[config.mk]
export PLATFORM = sky130hd
export DESIGN_NAME = rrc_top
export DESIGN_NICKNAME = d
export VERILOG_FILES = /design/src/inc/rrc_pkg.sv /design/src/inc/rrc_wd_if.sv /design/src/hdl/rrc_top.sv /design/src/hdl/rrc_watchdog.sv
export SDC_FILE = /design/constraint.sdc
export NUM_CORES = 1
export LEC_CHECK = 0
export BUFFER_PORTS_ARGS = -buffer_cell sky130_fd_sc_hd__buf_2
export CAP_MARGIN = 0
export CORE_ASPECT_RATIO = 1.1
export CORE_MARGIN = 1.5
export CORE_UTILIZATION = 28
export DETAILED_ROUTE_END_ITERATION = 7
export GPL_ROUTABILITY_DRIVEN = 0
export GPL_TIMING_DRIVEN = 0
export HOLD_SLACK_MARGIN = 0.12
export PLACE_DENSITY = 0.47
export SLEW_MARGIN = 10
export SYNTH_ARGS = -nofsm -noshare
export SYNTH_HDL_FRONTEND = slang
export SYNTH_SLANG_ARGS = --single-unit
export TNS_END_PERCENT = 30
[constraint.sdc]
create_clock -name aclk -period 3.1 [get_ports aclk]
set_input_delay 0.62 -clock aclk [delete_from_list [all_inputs] [get_ports aclk]]
set_output_delay 0.62 -clock aclk [all_outputs]
set_load 0.03 [all_outputs]
[src/inc/rrc_pkg.sv]
// Constants, register map and types of the remote reconfiguration control
`default_nettype none
package rrc_pkg;
    // Clock and watchdog tick timing
    localparam int RRC_CLK_NS = 10;
    localparam int RRC_WD_TICK_NS = 10000;
    localparam int RRC_WD_TICK_CYC = RRC_WD_TICK_NS / RRC_CLK_NS;

    // Field widths
    localparam int RRC_STAT_W = 5;
    localparam int RRC_WD_TO_W = 12;
    localparam int RRC_PAGE_W = 3;
    localparam int RRC_DW = 32;
    localparam int RRC_AW = 5;

    // Register byte offsets
    localparam logic [RRC_AW-1:0] RRC_OFS_CTRL = 5'h00;
    localparam logic [RRC_AW-1:0] RRC_OFS_STATUS = 5'h04;
    localparam logic [RRC_AW-1:0] RRC_OFS_WDCFG = 5'h08;
    localparam logic [RRC_AW-1:0] RRC_OFS_PAGE = 5'h0c;

    // Control register bits (write-one pulses)
    localparam int RRC_CTRL_RECONF_BIT = 0;
    localparam int RRC_CTRL_KICK_BIT = 1;

    // Status register fields
    localparam int RRC_STAT_CAUSE_LSB = 0;
    localparam int RRC_STAT_APP_BIT = 8;
    localparam int RRC_STAT_PAGE_LSB = 12;
    localparam int RRC_STAT_LOAD_BIT = 16;
    localparam int RRC_STAT_USER_BIT = 17;

    // Watchdog configuration fields
    localparam int RRC_WD_TO_LSB = 0;
    localparam int RRC_WD_EN_BIT = 16;

    // Reconfiguration cause bit positions
    localparam int RRC_CAUSE_CRC = 0;
    localparam int RRC_CAUSE_EXT_ERR = 1;
    localparam int RRC_CAUSE_CORE = 2;
    localparam int RRC_CAUSE_EXT_REQ = 3;
    localparam int RRC_CAUSE_WDOG = 4;

    // Serial shift register layout
    localparam int RRC_SR_TO_LSB = 0;
    localparam int RRC_SR_EN_BIT = 12;
    localparam int RRC_SR_PAGE_LSB = 13;
    localparam int RRC_SR_APP_BIT = 16;
    localparam int RRC_SR_STAT_LSB = 17;
    localparam int RRC_SR_W = 22;

    // Pages and reset values
    localparam logic [RRC_PAGE_W-1:0] RRC_PAGE_FACTORY = 3'h0;
    localparam logic [RRC_PAGE_W-1:0] RRC_PAGE_LOCAL_APP = 3'h1;
    localparam logic [RRC_STAT_W-1:0] RRC_STAT_RST = 5'h00;
    localparam logic [RRC_WD_TO_W-1:0] RRC_WD_TO_RST = 12'h000;

    // Bus responses
    localparam logic [1:0] RRC_RESP_OKAY = 2'h0;
    localparam logic [1:0] RRC_RESP_SLVERR = 2'h2;

    // Configuration sequencer states
    typedef enum logic [2:0] {
        RRC_ST_BOOT = 3'b001,
        RRC_ST_LOAD = 3'b010,
        RRC_ST_USER = 3'b100
    } rrc_state_e;
endpackage
`default_nettype wire

[src/inc/rrc_wd_if.sv]
// Link between the sequencer and the user watchdog
`timescale 1ns/1ps
`default_nettype none
interface rrc_wd_if;
    import rrc_pkg::*;
    logic enable;
    logic kick;
    logic [RRC_WD_TO_W-1:0] timeout;
    logic expire;
    modport ctrl (output enable, output kick, output timeout, input expire);
    modport dog (input enable, input kick, input timeout, output expire);
endinterface
`default_nettype wire

[src/hdl/rrc_top.sv]
// Remote reconfiguration control with serial path and register slave
//
// What this block does
// - Everything samples and updates on rising clock.
// - Shift mode moves data out, takes bit in.
// - Capture loads status; update writes config registers while factory image runs.
// - Watchdog reset input holds timer at start.
// - Rising reconfig request in user mode starts a new load.
// - Serial output is shift register bit, registered.
// - Three-bit page select drives memory page.
// - Memory holds eight pages, one image each.
// - Remote scheme powers up loading page zero.
// - Successful application load enters user mode.
// - Load error or timeout reloads factory image.
// - Local scheme powers up loading page one.
// - Local scheme load error falls back to factory.
// - Five-bit cause status, zero at power-on.
// - Twelve-bit timeout, zero, factory-only writable.
`timescale 1ns/1ps
`default_nettype none
module rrc_top
    import rrc_pkg::*;
#(
    parameter int WD_PRESCALE = RRC_WD_TICK_CYC
) (
    input wire logic aclk,
    input wire logic aresetn,
    // Serial configuration path
    input wire logic shift_not_load,
    input wire logic capture_not_update,
    input wire logic serial_in,
    output logic serial_out,
    input wire logic watchdog_reset,
    input wire logic reconfig_request,
    // Configuration memory side
    input wire logic remote_local_scheme_select,
    input wire logic ext_config_request,
    input wire logic load_done,
    input wire logic load_crc_error,
    input wire logic load_ext_error,
    output logic [RRC_PAGE_W-1:0] page_select,
    output logic config_loading,
    output logic user_mode,
    output logic app_running,
    // AXI4-Lite slave
    input wire logic [RRC_AW-1:0] s_axi_awaddr,
    input wire logic s_axi_awvalid,
    output logic s_axi_awready,
    input wire logic [RRC_DW-1:0] s_axi_wdata,
    input wire logic [3:0] s_axi_wstrb,
    input wire logic s_axi_wvalid,
    output logic s_axi_wready,
    output logic [1:0] s_axi_bresp,
    output logic s_axi_bvalid,
    input wire logic s_axi_bready,
    input wire logic [RRC_AW-1:0] s_axi_araddr,
    input wire logic s_axi_arvalid,
    output logic s_axi_arready,
    output logic [RRC_DW-1:0] s_axi_rdata,
    output logic [1:0] s_axi_rresp,
    output logic s_axi_rvalid,
    input wire logic s_axi_rready
);
    typedef struct packed {
        rrc_state_e fsm;
        logic [RRC_SR_W-1:0] sr;
        logic [RRC_STAT_W-1:0] cause;
        logic app;
        logic [RRC_PAGE_W-1:0] page_out;
        logic [RRC_PAGE_W-1:0] page_next;
        logic wd_en;
        logic [RRC_WD_TO_W-1:0] wd_to;
        logic req_prev;
        logic ext_prev;
        logic kick;
        logic aw_got;
        logic [RRC_AW-1:0] aw_addr;
        logic w_got;
        logic [RRC_DW-1:0] w_data;
        logic [3:0] w_strb;
        logic aw_rdy;
        logic w_rdy;
        logic bvalid;
        logic [1:0] bresp;
        logic ar_rdy;
        logic rvalid;
        logic [RRC_DW-1:0] rdata;
        logic [1:0] rresp;
    } rrc_top_s;

    rrc_top_s s_reg;
    rrc_top_s s_next;

    rrc_wd_if wd_link ();

    // One-hot cause word for the status field
    function automatic logic [RRC_STAT_W-1:0] cause_vec(input int idx);
        logic [RRC_STAT_W-1:0] v;
        v = '0;
        v[idx] = 1'b1;
        return v;
    endfunction

    // Known offsets answer OKAY, anything else SLVERR
    function automatic logic [1:0] addr_resp(input logic [RRC_AW-1:0] a);
        logic [RRC_AW-1:0] w;
        w = {a[RRC_AW-1:2], 2'b00};
        if (w == RRC_OFS_CTRL || w == RRC_OFS_STATUS ||
            w == RRC_OFS_WDCFG || w == RRC_OFS_PAGE) begin
            return RRC_RESP_OKAY;
        end
        return RRC_RESP_SLVERR;
    endfunction

    // Read data; reserved bits and unmapped words read zero
    function automatic logic [RRC_DW-1:0] rd_word(input rrc_top_s s,
            input logic [RRC_AW-1:0] a);
        logic [RRC_DW-1:0] d;
        logic [RRC_AW-1:0] w;
        d = '0;
        w = {a[RRC_AW-1:2], 2'b00};
        if (w == RRC_OFS_STATUS) begin
            d[RRC_STAT_CAUSE_LSB +: RRC_STAT_W] = s.cause;
            d[RRC_STAT_APP_BIT] = s.app;
            d[RRC_STAT_PAGE_LSB +: RRC_PAGE_W] = s.page_out;
            d[RRC_STAT_LOAD_BIT] = (s.fsm != RRC_ST_USER);
            d[RRC_STAT_USER_BIT] = (s.fsm == RRC_ST_USER);
        end else if (w == RRC_OFS_WDCFG) begin
            d[RRC_WD_TO_LSB +: RRC_WD_TO_W] = s.wd_to;
            d[RRC_WD_EN_BIT] = s.wd_en;
        end else if (w == RRC_OFS_PAGE) begin
            d[RRC_PAGE_W-1:0] = s.page_next;
        end
        return d;
    endfunction

    logic sw_reconf;
    logic sw_kick;
    logic core_req;
    logic ext_req;
    logic [RRC_AW-1:0] wr_word;

    always_comb begin
        s_next = s_reg;
        sw_reconf = 1'b0;
        sw_kick = 1'b0;
        wr_word = '0;

        // Bus write: address and data taken in either order
        if (s_reg.bvalid && s_axi_bready) begin
            s_next.bvalid = 1'b0;
        end
        if (s_axi_awvalid && s_reg.aw_rdy) begin
            s_next.aw_got = 1'b1;
            s_next.aw_addr = s_axi_awaddr;
        end
        if (s_axi_wvalid && s_reg.w_rdy) begin
            s_next.w_got = 1'b1;
            s_next.w_data = s_axi_wdata;
            s_next.w_strb = s_axi_wstrb;
        end
        if (s_next.aw_got && s_next.w_got && !s_next.bvalid) begin
            s_next.aw_got = 1'b0;
            s_next.w_got = 1'b0;
            s_next.bvalid = 1'b1;
            s_next.bresp = addr_resp(s_next.aw_addr);
            wr_word = {s_next.aw_addr[RRC_AW-1:2], 2'b00};
            if (wr_word == RRC_OFS_CTRL && s_next.w_strb[0]) begin
                sw_reconf = s_next.w_data[RRC_CTRL_RECONF_BIT];
                sw_kick = s_next.w_data[RRC_CTRL_KICK_BIT];
            end
        end
        s_next.aw_rdy = !s_next.aw_got;
        s_next.w_rdy = !s_next.w_got;

        // Bus read: one outstanding, answered the cycle after the address
        if (s_reg.rvalid && s_axi_rready) begin
            s_next.rvalid = 1'b0;
        end
        if (s_axi_arvalid && s_reg.ar_rdy) begin
            s_next.rvalid = 1'b1;
            s_next.rdata = rd_word(s_reg, s_axi_araddr);
            s_next.rresp = addr_resp(s_axi_araddr);
        end
        s_next.ar_rdy = !s_next.rvalid;

        // Serial path: shift, capture or update
        if (shift_not_load) begin
            s_next.sr = {serial_in, s_reg.sr[RRC_SR_W-1:1]};
        end else if (capture_not_update) begin
            s_next.sr = {s_reg.cause, s_reg.app, s_reg.page_next,
                         s_reg.wd_en, s_reg.wd_to};
        end else if (!s_reg.app) begin
            // Update only takes effect while the factory image runs
            s_next.page_next = s_reg.sr[RRC_SR_PAGE_LSB +: RRC_PAGE_W];
            s_next.wd_en = s_reg.sr[RRC_SR_EN_BIT];
            s_next.wd_to = s_reg.sr[RRC_SR_TO_LSB +: RRC_WD_TO_W];
        end

        // Register writes to configuration, factory image only
        if (s_next.bvalid && !s_reg.bvalid && !s_reg.app) begin
            if (wr_word == RRC_OFS_WDCFG) begin
                if (s_next.w_strb[1:0] == 2'b11) begin
                    s_next.wd_to =
                        s_next.w_data[RRC_WD_TO_LSB +: RRC_WD_TO_W];
                end
                if (s_next.w_strb[2]) begin
                    s_next.wd_en = s_next.w_data[RRC_WD_EN_BIT];
                end
            end else if (wr_word == RRC_OFS_PAGE && s_next.w_strb[0]) begin
                s_next.page_next = s_next.w_data[RRC_PAGE_W-1:0];
            end
        end

        // Request edges seen on sampled inputs
        s_next.req_prev = reconfig_request;
        s_next.ext_prev = ext_config_request;
        core_req = (reconfig_request && !s_reg.req_prev) || sw_reconf;
        ext_req = ext_config_request && !s_reg.ext_prev;
        s_next.kick = watchdog_reset || sw_kick;

        // Configuration sequencer
        case (s_reg.fsm)
            RRC_ST_BOOT: begin
                // Strap is caught after reset release, never under it
                if (remote_local_scheme_select) begin
                    s_next.page_out = RRC_PAGE_FACTORY;
                    s_next.page_next = RRC_PAGE_FACTORY;
                    s_next.app = 1'b0;
                end else begin
                    s_next.page_out = RRC_PAGE_LOCAL_APP;
                    s_next.page_next = RRC_PAGE_LOCAL_APP;
                    s_next.app = 1'b1;
                end
                s_next.fsm = RRC_ST_LOAD;
            end
            RRC_ST_LOAD: begin
                if (load_done) begin
                    s_next.fsm = RRC_ST_USER;
                end else if (load_crc_error || load_ext_error) begin
                    // Any failed load retries from the factory page
                    s_next.cause = load_crc_error ?
                        cause_vec(RRC_CAUSE_CRC) :
                        cause_vec(RRC_CAUSE_EXT_ERR);
                    s_next.page_out = RRC_PAGE_FACTORY;
                    s_next.app = 1'b0;
                end
            end
            RRC_ST_USER: begin
                if (wd_link.expire) begin
                    s_next.cause = cause_vec(RRC_CAUSE_WDOG);
                    s_next.page_out = RRC_PAGE_FACTORY;
                    s_next.app = 1'b0;
                    s_next.fsm = RRC_ST_LOAD;
                end else if (ext_req) begin
                    s_next.cause = cause_vec(RRC_CAUSE_EXT_REQ);
                    s_next.page_out = RRC_PAGE_FACTORY;
                    s_next.app = 1'b0;
                    s_next.fsm = RRC_ST_LOAD;
                end else if (core_req) begin
                    s_next.cause = cause_vec(RRC_CAUSE_CORE);
                    // Factory jumps to chosen page, application back
                    if (s_reg.app) begin
                        s_next.page_out = RRC_PAGE_FACTORY;
                        s_next.app = 1'b0;
                    end else begin
                        s_next.page_out = s_reg.page_next;
                        s_next.app = (s_reg.page_next != RRC_PAGE_FACTORY);
                    end
                    s_next.fsm = RRC_ST_LOAD;
                end
            end
            default: begin
                s_next.fsm = RRC_ST_BOOT;
            end
        endcase
    end

    // Single state register, synchronous reset to power-on values
    always_ff @(posedge aclk) begin
        if (!aresetn) begin
            s_reg <= '0;
            s_reg.fsm <= RRC_ST_BOOT;
            s_reg.cause <= RRC_STAT_RST;
            s_reg.wd_to <= RRC_WD_TO_RST;
            s_reg.page_out <= RRC_PAGE_FACTORY;
            s_reg.page_next <= RRC_PAGE_FACTORY;
            s_reg.bresp <= RRC_RESP_OKAY;
            s_reg.rresp <= RRC_RESP_OKAY;
        end else begin
            s_reg <= s_next;
        end
    end

    // Watchdog runs only in user mode of an application image
    assign wd_link.enable = s_reg.wd_en && s_reg.app &&
                            (s_reg.fsm == RRC_ST_USER);
    assign wd_link.kick = s_reg.kick;
    assign wd_link.timeout = s_reg.wd_to;

    rrc_watchdog #(
        .PRESCALE(WD_PRESCALE)
    ) u_watchdog (
        .aclk(aclk),
        .aresetn(aresetn),
        .wd(wd_link.dog)
    );

    // Outputs straight from the state register
    assign serial_out = s_reg.sr[0];
    assign page_select = s_reg.page_out;
    assign config_loading = (s_reg.fsm != RRC_ST_USER);
    assign user_mode = (s_reg.fsm == RRC_ST_USER);
    assign app_running = s_reg.app;
    assign s_axi_awready = s_reg.aw_rdy;
    assign s_axi_wready = s_reg.w_rdy;
    assign s_axi_bvalid = s_reg.bvalid;
    assign s_axi_bresp = s_reg.bresp;
    assign s_axi_arready = s_reg.ar_rdy;
    assign s_axi_rvalid = s_reg.rvalid;
    assign s_axi_rdata = s_reg.rdata;
    assign s_axi_rresp = s_reg.rresp;
endmodule // rrc_top
`default_nettype wire

[src/hdl/rrc_watchdog.sv]
// User watchdog timer with tick prescaler
`timescale 1ns/1ps
`default_nettype none
module rrc_watchdog
    import rrc_pkg::*;
#(
    parameter int PRESCALE = RRC_WD_TICK_CYC
) (
    input wire logic aclk,
    input wire logic aresetn,
    rrc_wd_if.dog wd
);
    localparam int PW = $clog2(PRESCALE + 1);
    localparam logic [PW-1:0] PRE_LAST = PW'(PRESCALE - 1);

    if (PRESCALE < 1) begin : g_bad_prescale
        $error("rrc_watchdog: PRESCALE must be at least 1");
    end

    typedef struct packed {
        logic [PW-1:0] pre;
        logic [RRC_WD_TO_W-1:0] cnt;
        logic expire;
    } rrc_wd_s;

    rrc_wd_s s_reg;
    rrc_wd_s s_next;

    // Tick enable from the prescaler advances the count
    always_comb begin
        s_next = s_reg;
        s_next.expire = 1'b0;
        if (!wd.enable || wd.kick) begin
            s_next.pre = '0;
            s_next.cnt = '0;
        end else if (s_reg.pre == PRE_LAST) begin
            s_next.pre = '0;
            if (s_reg.cnt >= wd.timeout) begin
                s_next.expire = 1'b1;
                s_next.cnt = '0;
            end else begin
                s_next.cnt = s_reg.cnt + 1'b1;
            end
        end else begin
            s_next.pre = s_reg.pre + 1'b1;
        end
    end

    // State register
    always_ff @(posedge aclk) begin
        if (!aresetn) begin
            s_reg <= '0;
        end else begin
            s_reg <= s_next;
        end
    end

    assign wd.expire = s_reg.expire;
endmodule // rrc_watchdog
`default_nettype wire

==> results.cfg <==
[timing]
skew_ns = 0.00695
relSlewSlack_pct = 24.9
post-route-min-period_ns = 2.49
layout_setup_ws_ns = 0.611
setup_viol = 0
worstMarginPinSlew_ns = 1.12
rsz0062_at_grt = no
report.final.hold_viol_count = 0
fin_crit_sh_pct = 80.3
whs_ns = 0.417
maxSlewViolCount = 0
fin_tns_setup_ns = 0
fmax_mhz = 402

[critical_path]
path_cells = inv_1 > ha_1 > a211oi_1 > o21ai_0 > a21oi_1 > o21ai_1 > a211oi_1
worstSetupPathType = reg2reg
crit_fanout = 9
path_common_cell = a211oi_1
slowest_stage = a21oi_1
worst_setup_path_end_kind = flip-flop
critPathArrivalTime_ns = 2.81
critPathMaxStageDelay_ns = 0.58
cp-start-kind = flip-flop
worst_ep_required_time_ns = 3.42

[logic_synthesis]
seq_area_frac_synth_pct = 41.5
synth_area_per_cell_um2 = 8.69
synthesis.area_um2 = 5840
synth_edf_count = 0
synth_ff_type = dfxtp_1
syn-instance-count = 672
synthArstFlopShare_pct = 0
yosysWarningCount = 0
synth_seq_cells = 121
synth_cell_types = 62

[die]
row_count = 55
start_util_pct = 28.5
fp.coreArea_um2 = 20500
dieHeight_um = 154
ioPinCount = 111
die_w_um = 141
die_area_um2 = 21700

[detailed_routing]
wl_um = 15500
vias_per_cell = 4.65
vias = 4836
drt-pass1-iter-count = 7
antenna_left = 0
drt_iter0_drc = 278
wl_per_cell_um = 14.9
drc = 0

[pwr]
p_leak_uw = 0.00286
internal_power_uw = 3050
power_density_nw_per_um2 = 563
comb_power_share_pct = 8.8
clockPowerShare_pct = 50.9
ir_drop_uv = 464
switchingPower_uw = 997
p_sw_share_pct = 24.7
seqPwrFrac_pct = 40.3

[global_routing]
groute.usage.overall_pct = 14.7
grt_overflow = 0
first_global_vias = 4672
grt_antenna_before_repair = 1
grt_max_degree = 17
grt_pass1_wl_um = 24900

[cts]
ctsHoldBuffers = 0
cts_tree = done
max-clock-path-buffers = 2
clk_pin_slew_ns = 0.06
clk_latency_ns = 0.41
clockRootBuffer = clkbuf_16
numCtsBuffers = 17
h-tree-depth = 4
cts_resized = 0
post_cts_buffers = 0
clock_sinks = 121

[finish]
largest_reg_flops = 56
multi_input_area_um2 = 3010
n_antenna_cell = 0
n_fill_cell = 2157
final_area_um2 = 7170
syn_to_final_growth_pct = 22.8
regArea_um2 = 2420
fin_nets = 849
final_core_util_pct = 35.0
drive_gt1_share_pct = 20.5

[place]
dp_hpwl_um = 11600
place_ws_ns = 0.286
io_buffer_count = 65
placed_area_um2 = 6550

[worst_hold_path]
min_path_type = in2reg

[outcome]
status = complete, no violations

[run]
max_cap_viol_count = 0
[layout by cell type (no fill, tap or decap), drive strengths merged, types with 6 or more instances in the layout]
cell     Yosys  final
a211oi      14     14
a21oi       55     55
a22oi       13     13
a31oi        6      6
buf         52    117
clkbuf      18     39
conb         1     17
dfxtp      121    121
ha          14     14
inv         17     18
mux2        15     15
mux2i       44     44
nand2       51     51
nand2b      10     10
nand3       14     14
nor2       110    110
nor2b        6      6
nor3        14     14
o2111ai      7      7
o21ai       12     12
xnor2        6      6
xor2         9      9
[stage by stage]
step	std cells	total power (µW)
2_1_floorplan	688	1910
3_3_place_gp	1009	2020
3_5_place_dp	1009	2020
4_1_cts	1041	4080
5_1_grt	1041	4190
6_report	1041	4040
[metal layers]
layer / global-route usage (%) / share of wire, % / vias up
li1: - / - / 2513
met1: 19.2 / 49 / 2217
met2: 23.6 / 46 / 91
met3: 3.56 / 3.3 / 15
met4: 5.26 / 1.7 / 0
met5: 0 / 0 / -
[cell type report]
cell class	count	area share, %
Sequential cell	121	33.8
Inverter	18	0.942
Multi-Input combinational cell	479	42.0
Tap cell	256	4.47
Clock buffer	21	6.56
Timing Repair Buffer	65	4.54
Clock inverter	11	2.01
Buffer	70	5.74
[path summary, 6_finish.rpt]
check / startpoint / to / slack, ns / cells past startpoint
max: wd_link.timeout[2] / u_watchdog.s_reg[12] / 0.61 / 7
min: ext_config_request / s_reg[85] / 0.42 / 2
max reg2reg: wd_link.timeout[2] / u_watchdog.s_reg[12] / 0.61 / 7
min reg2reg: u_watchdog.s_reg[13] / u_watchdog.s_reg[13] / 0.45 / 1
[synthesized netlist by cell type, types with 2 or more instances]
cell type,number,area share [%]
dfxtp_1,121,41
nor2_1,110,7.1
a21oi_1,54,4.6
nand2_1,50,3.2
mux2i_1,44,7.5
buf_4,39,5.0
clkbuf_1,18,1.2
inv_1,17,1.1
ha_1,14,3.0
nand3_1,14,1.2
a211oi_1,13,1.7
a22oi_1,13,1.7
nor3_1,12,1.0
buf_1,11,0.71
o21ai_0,11,0.94
nand2b_1,10,1.1
mux2_2,9,1.7
xor2_1,9,1.3
o2111ai_1,7,1.0
mux2_1,6,1.2
nor2b_1,6,0.64
xnor2_1,6,0.90
a31oi_1,5,0.54
and2_1,5,0.54
and3_1,5,0.54
a222oi_1,4,0.69
nand4_1,4,0.43
nor4_1,4,0.43
nor3b_1,3,0.39
nor4b_1,3,0.45
o211ai_1,3,0.39
or3_1,3,0.32
a211o_1,2,0.30
a311oi_1,2,0.30
a31o_1,2,0.30
buf_2,2,0.17
nand4bb_1,2,0.39
nor3_2,2,0.34
o221a_2,2,0.39
or2_2,2,0.21
or3b_1,2,0.30
[logic make-up after synthesis]
family / Yosys count / share of synthesized area [%]
adder cells (fa/ha/maj): 14 / 3.00
multiplexers: 59 / 10.4
AO/OA/AOI/OAI: 128 / 14.6
flip-flops: 121 / 41.5
other: 1 / 0.0642
XOR/XNOR: 15 / 2.25
buffers and inverters: 88 / 8.20
AND/OR/NAND/NOR: 246 / 20.0
[power by group through the flow]
stage | Combinational (µW) | Clock [µW] | Sequential, µW
2_1_floorplan | 242 | 0 | 1660
3_3_place_gp | 356 | 0 | 1660
3_5_place_dp | 356 | 0 | 1660
4_1_cts | 356 | 2100 | 1630
5_1_grt | 385 | 2170 | 1640
6_report | 355 | 2060 | 1630
[worst max-delay path: cells and delay by family (launching register included)]
kind	cells	cell delay, ns
adder cells (fa/ha/maj)	1	0.30
buffers and inverters	1	0.07
flip-flops	1	0.42
AO/OA/AOI/OAI	5	1.60
(Power assumes the default switching activity.)
